<file path="config.mk">
export PLATFORM = sky130hd
export DESIGN_NAME = tpo_top
export DESIGN_NICKNAME = d
export VERILOG_FILES = /design/src/tpo_pkg.sv /design/src/tpo_top.sv /design/src/tpo_exec.sv
export VERILOG_INCLUDE_DIRS = /design/src
export SDC_FILE = /design/constraint.sdc
export NUM_CORES = 1
export LEC_CHECK = 0
export BUFFER_PORTS_ARGS = -buffer_cell sky130_fd_sc_hd__buf_2
export CORE_MARGIN = 2
export CORE_UTILIZATION = 35
export CTS_BUF_LIST = sky130_fd_sc_hd__clkbuf_8
export DETAILED_ROUTE_END_ITERATION = 8
export GPL_ROUTABILITY_DRIVEN = 1
export PLACE_DENSITY = 0.57
export SLEW_MARGIN = 25
export SYNTH_ARGS = -nofsm -noshare
export SYNTH_HDL_FRONTEND = slang
export SYNTH_SLANG_ARGS = --single-unit
</file>
<file path="constraint.sdc">
create_clock -name aclk -period 2.1 [get_ports aclk]
set_input_delay 0.315 -clock aclk [delete_from_list [all_inputs] [get_ports aclk]]
set_output_delay 0.315 -clock aclk [all_outputs]
set_load 0.03 [all_outputs]
</file>
<file path="src/tpo_defs.svh">
// Constants for the accumulator-transfer execution block.
// Assumes inclusion by bare name from the package and the design files.
`ifndef TPO_DEFS_SVH
`define TPO_DEFS_SVH
`define TPO_NIB_W 4
`define TPO_BYTE_W 8
`define TPO_PS_RESET 8'hFF
`define TPO_R1_RESET 8'hFF
`define TPO_PU_RESET 4'h0
// Register map, byte addresses
`define TPO_OFF_CTRL 12'h000
`define TPO_OFF_AB 12'h004
`define TPO_OFF_PS 12'h008
`define TPO_OFF_PU 12'h00C
`define TPO_OFF_R1 12'h010
`define TPO_OFF_STAT 12'h014
`define TPO_OP_NONE 3'h0
`define TPO_OP_PS 3'h1
`define TPO_OP_PU0 3'h2
`define TPO_OP_PU1 3'h3
`define TPO_OP_R1 3'h4
`define TPO_RESP_OKAY 2'h0
`define TPO_RESP_SLVERR 2'h2
`endif

</file>
<file path="src/tpo_pkg.sv">
// Types for the accumulator-transfer execution block.
// Assumes tpo_defs.svh is on the include path.
`include "tpo_defs.svh"
package tpo_pkg;
	typedef enum logic [2:0] {
		TPO_NONE = `TPO_OP_NONE,
		TPO_LOAD_PRESCALER_FROM_AB = `TPO_OP_PS,
		TPO_LOAD_PULLUP_CTRL0 = `TPO_OP_PU0,
		TPO_LOAD_PULLUP_CTRL1 = `TPO_OP_PU1,
		TPO_LOAD_TIMER1_RELOAD_FROM_AB = `TPO_OP_R1
	} tpo_op_type;
	typedef struct packed {
		logic [3:0] acc;
		logic [3:0] reg_b;
	} tpo_work_type;
	typedef struct packed {
		logic [7:0] prescaler_counter;
		logic [7:0] prescaler_reload_reg;
		logic [3:0] pullup_ctrl_reg0;
		logic [3:0] pullup_ctrl_reg1;
		logic [7:0] timer1_reload_reg;
	} tpo_regs_type;
	typedef struct packed {
		logic carry;
		logic skip;
	} tpo_flags_type;
endpackage

</file>
<file path="src/tpo_top.sv">
// AXI4-Lite wrapper issuing accumulator-transfer instructions.
// Overview of operation
// - Prescaler load puts B in high nibbles
// - Prescaler load puts A in low nibbles
// - Pull-up load zero copies A to reg0
// - Pull-up load one copies A to reg1
// - Timer1 reload load puts B high
// - Timer1 reload load puts A low
// Assumes a single-clock AXI4-Lite master; software writes A/B then an op.
//
// Decided for this implementation: the register addresses and the AXI4-Lite slave port.
`timescale 1ns/1ps
`default_nettype none
`include "tpo_defs.svh"
module tpo_top (
	input wire logic aclk, // Clock, 200 MHz
	input wire logic aresetn, // Sync reset, low
	input wire logic [11:0] s_axi_awaddr, // Write address
	input wire logic s_axi_awvalid, // Write address valid
	output logic s_axi_awready, // Write address ready
	input wire logic [31:0] s_axi_wdata, // Write data
	input wire logic [3:0] s_axi_wstrb, // Byte enables
	input wire logic s_axi_wvalid, // Write data valid
	output logic s_axi_wready, // Write data ready
	output logic [1:0] s_axi_bresp, // Write response
	output logic s_axi_bvalid, // Write response valid
	input wire logic s_axi_bready, // Write response ready
	input wire logic [11:0] s_axi_araddr, // Read address
	input wire logic s_axi_arvalid, // Read address valid
	output logic s_axi_arready, // Read address ready
	output logic [31:0] s_axi_rdata, // Read data
	output logic [1:0] s_axi_rresp, // Read response
	output logic s_axi_rvalid, // Read data valid
	input wire logic s_axi_rready, // Read data ready
	output tpo_pkg::tpo_regs_type regs, // Timer and pull-up registers
	output logic carry_out // Carry flag, software-owned
);
	import tpo_pkg::*;
	logic aw_held_reg, w_held_reg;
	logic [11:0] awaddr_reg;
	logic [31:0] wdata_reg;
	logic [3:0] wstrb_reg;
	logic bvalid_reg, rvalid_reg;
	logic [1:0] bresp_reg, rresp_reg;
	logic [31:0] rdata_reg;
	tpo_work_type work_reg;
	logic carry_reg, skip_reg;
	tpo_op_type op_reg;
	tpo_flags_type flags_o;
	logic done;
	logic [7:0] count_reg;
	logic wr_go;

	assign s_axi_awready = !aw_held_reg && !bvalid_reg;
	assign s_axi_wready = !w_held_reg && !bvalid_reg;
	assign s_axi_arready = !rvalid_reg;
	assign s_axi_bvalid = bvalid_reg;
	assign s_axi_bresp = bresp_reg;
	assign s_axi_rvalid = rvalid_reg;
	assign s_axi_rdata = rdata_reg;
	assign s_axi_rresp = rresp_reg;
	assign carry_out = carry_reg;
	assign wr_go = aw_held_reg && w_held_reg && !bvalid_reg;

	// Address and data accepted in either order
	always_ff @(posedge aclk) begin
		if (!aresetn) begin
			aw_held_reg <= 1'b0;
			w_held_reg <= 1'b0;
			awaddr_reg <= 12'h000;
			wdata_reg <= 32'h00000000;
			wstrb_reg <= 4'h0;
		end else begin
			if (s_axi_awvalid && s_axi_awready) begin
				aw_held_reg <= 1'b1;
				awaddr_reg <= s_axi_awaddr;
			end else if (wr_go) begin
				aw_held_reg <= 1'b0;
			end
			if (s_axi_wvalid && s_axi_wready) begin
				w_held_reg <= 1'b1;
				wdata_reg <= s_axi_wdata;
				wstrb_reg <= s_axi_wstrb;
			end else if (wr_go) begin
				w_held_reg <= 1'b0;
			end
		end
	end

	// Register writes; a CTRL write of a nonzero op issues one instruction
	always_ff @(posedge aclk) begin
		if (!aresetn) begin
			bvalid_reg <= 1'b0;
			bresp_reg <= `TPO_RESP_OKAY;
			work_reg <= '0;
			carry_reg <= 1'b0;
			op_reg <= TPO_NONE;
		end else begin
			op_reg <= TPO_NONE;
			if (wr_go) begin
				bvalid_reg <= 1'b1;
				bresp_reg <= `TPO_RESP_OKAY;
				case ({awaddr_reg[11:2], 2'b00})
					`TPO_OFF_CTRL: begin
						if (wstrb_reg[0]) begin
							op_reg <= tpo_op_type'(wdata_reg[2:0]);
						end
					end
					`TPO_OFF_AB: begin
						if (wstrb_reg[0]) begin
							work_reg.acc <= wdata_reg[3:0];
							work_reg.reg_b <= wdata_reg[7:4];
						end
						if (wstrb_reg[1]) begin
							carry_reg <= wdata_reg[8];
						end
					end
					default: bresp_reg <= `TPO_RESP_SLVERR;
				endcase
			end else if (bvalid_reg && s_axi_bready) begin
				bvalid_reg <= 1'b0;
			end
		end
	end

	// Skip never raised by these ops; kept as observable state
	always_ff @(posedge aclk) begin
		if (!aresetn) begin
			skip_reg <= 1'b0;
			count_reg <= 8'h00;
		end else begin
			skip_reg <= flags_o.skip;
			if (done) begin
				count_reg <= count_reg + 8'h01;
			end
		end
	end

	always_ff @(posedge aclk) begin
		if (!aresetn) begin
			rvalid_reg <= 1'b0;
			rdata_reg <= 32'h00000000;
			rresp_reg <= `TPO_RESP_OKAY;
		end else if (s_axi_arvalid && s_axi_arready) begin
			rvalid_reg <= 1'b1;
			rresp_reg <= `TPO_RESP_OKAY;
			case ({s_axi_araddr[11:2], 2'b00})
				`TPO_OFF_CTRL: rdata_reg <= {29'h0, op_reg};
				`TPO_OFF_AB: rdata_reg <= {23'h0, carry_reg, work_reg.reg_b, work_reg.acc};
				`TPO_OFF_PS: rdata_reg <= {16'h0, regs.prescaler_reload_reg,
					regs.prescaler_counter};
				`TPO_OFF_PU: rdata_reg <= {24'h0, regs.pullup_ctrl_reg1, regs.pullup_ctrl_reg0};
				`TPO_OFF_R1: rdata_reg <= {24'h0, regs.timer1_reload_reg};
				`TPO_OFF_STAT: rdata_reg <= {22'h0, count_reg, skip_reg, flags_o.carry};
				default: begin
					rdata_reg <= 32'h00000000;
					rresp_reg <= `TPO_RESP_SLVERR;
				end
			endcase
		end else if (rvalid_reg && s_axi_rready) begin
			rvalid_reg <= 1'b0;
		end
	end

	tpo_exec tpo_exec_inst (
		.aclk(aclk),
		.aresetn(aresetn),
		.op(op_reg),
		.work(work_reg),
		.flags_in({carry_reg, 1'b0}),
		.regs(regs),
		.flags_out(flags_o),
		.done(done)
	);
endmodule
`default_nettype wire

</file>
<file path="src/tpo_exec.sv">
// Executes one transfer instruction per cycle into the target registers.
// Assumes op is a one-cycle strobe from the decode stage, same clock.
`timescale 1ns/1ps
`default_nettype none
`include "tpo_defs.svh"
module tpo_exec (
	input wire logic aclk, // Clock
	input wire logic aresetn, // Sync reset, low
	input wire tpo_pkg::tpo_op_type op, // Decoded op, one cycle
	input wire tpo_pkg::tpo_work_type work, // A and B
	input wire tpo_pkg::tpo_flags_type flags_in, // Carry, skip in
	output tpo_pkg::tpo_regs_type regs, // Target registers
	output tpo_pkg::tpo_flags_type flags_out, // Carry, skip out
	output logic done // Op executed this cycle
);
	import tpo_pkg::*;
	tpo_regs_type regs_reg;
	tpo_flags_type flags_reg;
	logic done_reg;
	assign regs = regs_reg;
	assign flags_out = flags_reg;
	assign done = done_reg;

	always_ff @(posedge aclk) begin
		if (!aresetn) begin
			regs_reg.prescaler_counter <= `TPO_PS_RESET;
			regs_reg.prescaler_reload_reg <= `TPO_PS_RESET;
			regs_reg.pullup_ctrl_reg0 <= `TPO_PU_RESET;
			regs_reg.pullup_ctrl_reg1 <= `TPO_PU_RESET;
			regs_reg.timer1_reload_reg <= `TPO_R1_RESET;
		end else begin
			unique case (op)
				TPO_LOAD_PRESCALER_FROM_AB: begin
					regs_reg.prescaler_counter <= {work.reg_b, work.acc};
					regs_reg.prescaler_reload_reg <= {work.reg_b, work.acc};
				end
				TPO_LOAD_PULLUP_CTRL0: regs_reg.pullup_ctrl_reg0 <= work.acc;
				TPO_LOAD_PULLUP_CTRL1: regs_reg.pullup_ctrl_reg1 <= work.acc;
				TPO_LOAD_TIMER1_RELOAD_FROM_AB: begin
					regs_reg.timer1_reload_reg <= {work.reg_b, work.acc};
				end
				TPO_NONE: ;
				default: ;
			endcase
		end
	end

	// Flags pass through untouched; no transfer can set skip
	always_ff @(posedge aclk) begin
		if (!aresetn) begin
			flags_reg <= '0;
			done_reg <= 1'b0;
		end else begin
			flags_reg <= flags_in;
			done_reg <= (op != TPO_NONE);
		end
	end
endmodule
`default_nettype wire

</file>
==> qor.csv <==
metric,value,unit
clock_latency,0.36,ns
ant_nets,0,
post-place-ws,0.187,ns
holdPathEnd,wdata_reg[8]$_SDFFE_PN0P_,
powerDensity,686,nW/µm²
synthMuxAreaShare,9.50,%
start_kind,flop,
grt_util_all_layers,15.1,%
cts_setup_buffers,0,
rows,38,
hp-class,input pin to flop,
ys_warn_count,0,
syn-cell-area,3980,µm²
synthFlopType,dfxtp_1,
wire_per_inst,13.4,µm
min_period,1.73,ns
yosysMostFrequentCell,nand2_1,
nets,597,
hold_viol,0,
yosysTopAreaCellShare,44.8,%
slew-limit-headroom,61.8,%
status,completed,
hold_depth,3,
gp_congestion,0.816,
coreArea,11000,µm²
hpwl,6820,µm
yosysTopAreaCell,dfxtp_1,
synth_compound_area_share,12.8,%
max_freq,579,MHz
finish.utilization,42.4,%
rr_worst_depth,5,
synth-seq-cells,89,
final_layout_size_suffix_gt1_share,24.9,%
clkSlewWorstSetupHoldPaths,0.11,ns
synth_edf_count,0,
synthTopCellsByCount,"94 x nand2_1, 89 x dfxtp_1, 31 x mux2i_1",
final_critical_path_setup_slack,0.373,ns
die_area,12200,µm²
worst-r2r-setup-slack,0.37,ns
cp-end-kind,flop,
setup_viol,0,
grt_pass1_wl,15200,µm
drc,0,
initialDrtViolationCount,132,
die_y,111,µm
start_util,36.2,%
grt_overflow,0,
synth_xor_area_share,1.10,%
worst-path-max-fanout,8,
final_max_slew_viol_count,0,
cts_resized,0,
synthTopCellsByArea,"dfxtp_1 45%, nand2_1 8.9%, mux2i_1 7.8%",
root_buffer,clkbuf_8,
maxCapViolCount,0,
syn_avg_cell_area,8.84,µm²
drt-total-wl,9040,µm
required,2.34,ns
arrival,1.97,ns
die_w,111,µm
first_global_vias,3122,
cts_tree,yes,
vias,3228,
layout_worst_path_cycle_share,82.2,%
r2r_end,work_reg[7]$_SDFFE_PN0P_,
cts_made_buffers,9,
grt_setup_unrepaired,no,
fin_area,4660,µm²
largest_reg_flops,24,
clkSinkCount,89,
tns,0,ns
ioPinCount,141,
grt_max_degree,32,
synth_top_family_by_area,simple AND/OR/NAND/NOR gates,
dr.pass1.iters,4,
min_from,s_axi_wdata[8],
worst_pin_slew,0.559,ns
viasPerCell,4.79,
ys_seq_area_share,44.8,%
criticalPathCategory,flop to flop,
antennaDiodeCount,0,
timing.rr.start,awaddr_reg[5]$_SDFFE_PN0P_,
synth-simple-area-share,23.3,%
area_growth,17.1,%
clock_path_buffers,2,
postPlaceCellArea,4470,µm²
clock_skew,0.0182,ns
async_flop_share,0,%
yosysUniqueCellTypes,47,
antenna_found_initial,0,
synth_fa_ha_area_share,0.314,%
ir_worst_vdd,0.000310,V
syn_inst,450,
h-tree-depth,3,
port_buffers,93,
hold_buffers,0,
power_leakage,2.01,nW
## logic make-up (layout without fill, tap and decap cells)
group	count (synthesis)	in the layout
other	1	18
AOI/OAI and AO/OA	74	74
xor gates and xnor gates	5	5
and+or+nand+nor	184	184
muxes	36	36
adders and majority gates	1	1
DFF	89	89
buffers and inverters	60	127
## layer usage
metal	routed length, µm	global-route usage, %	part of all wire (%)	vias to the layer above
met5	0	0	0	-
met4	153	5.17	1.7	0
met3	368	2.63	4.1	13
met2	4180	24.9	46	87
met1	4330	19.9	48	1487
li1	-	-	-	1641
## metrics by stage
step	cells	total power, mW	hold slack [ns]
floorplan	467	2.04	0.435
global placement	658	2.10	0.432
detailed placement	658	2.10	0.443
CTS	674	3.24	0.171
global route	674	3.35	0.192
finish	674	3.20	0.187
## worst max-delay path by stage
stage / startpoint / to / slack (ns)
2_1_floorplan: awaddr_reg[5]$_SDFFE_PN0P_ / work_reg[0]$_SDFFE_PN0P_ / 0.34
3_3_place_gp: s_axi_araddr[9] / s_axi_rdata[3]$_SDFFE_PN0P_ / 0.20
3_5_place_dp: s_axi_araddr[9] / s_axi_rdata[6]$_SDFFE_PN0P_ / 0.19
4_1_cts: awaddr_reg[5]$_SDFFE_PN0P_ / work_reg[7]$_SDFFE_PN0P_ / 0.36
5_1_grt: awaddr_reg[5]$_SDFFE_PN0P_ / op_reg[2]$_SDFF_PN0_ / 0.25
6_report: awaddr_reg[5]$_SDFFE_PN0P_ / work_reg[7]$_SDFFE_PN0P_ / 0.37
## where the power goes
group          internal, mW  leakage (nW)  switching [mW]
combinational         0.113          1.19           0.203
sequential             1.72         0.722          0.0237
clock                 0.464        0.0997           0.671
## cells in the final DEF (no fill, tap or decap), types with 2 or more instances in the layout
cell	count
nor3b_1	2
o2bb2ai_1	4
o21ai_0	23
mux2_2	4
xnor2_1	4
buf_4	11
a22oi_1	10
nand4_1	3
nand2_1	94
inv_1	7
nor2_1	9
and2_1	12
or3_1	4
a21boi_0	25
nand3_1	18
dfxtp_1	89
nor2b_1	24
inv_6	4
nand3b_1	2
clkbuf_8	9
and3b_1	2
mux2i_1	31
or3b_2	2
buf_2	93
a21oi_1	4
conb_1	18
nand2b_1	3
## critical path, cell delays in order (launching register included)
cell     delay [ns]
dfxtp_1        0.33
or4_4          0.55
nor4_4         0.22
buf_4          0.23
mux2i_1        0.21
nor2b_1        0.06
## final cells by class
| cell class | count | area (µm²) |
|---|---|---|
| clock inverter | 7 | 67.6 |
| tap | 140 | 175 |
| multi-input combinational | 318 | 1940 |
| fill | 1113 | 6320 |
| timing repair buffer | 104 | 548 |
| inverter | 7 | 26.3 |
| sequential | 89 | 1780 |
| clock buffer | 9 | 124 |
(Power assumes the default switching activity.)
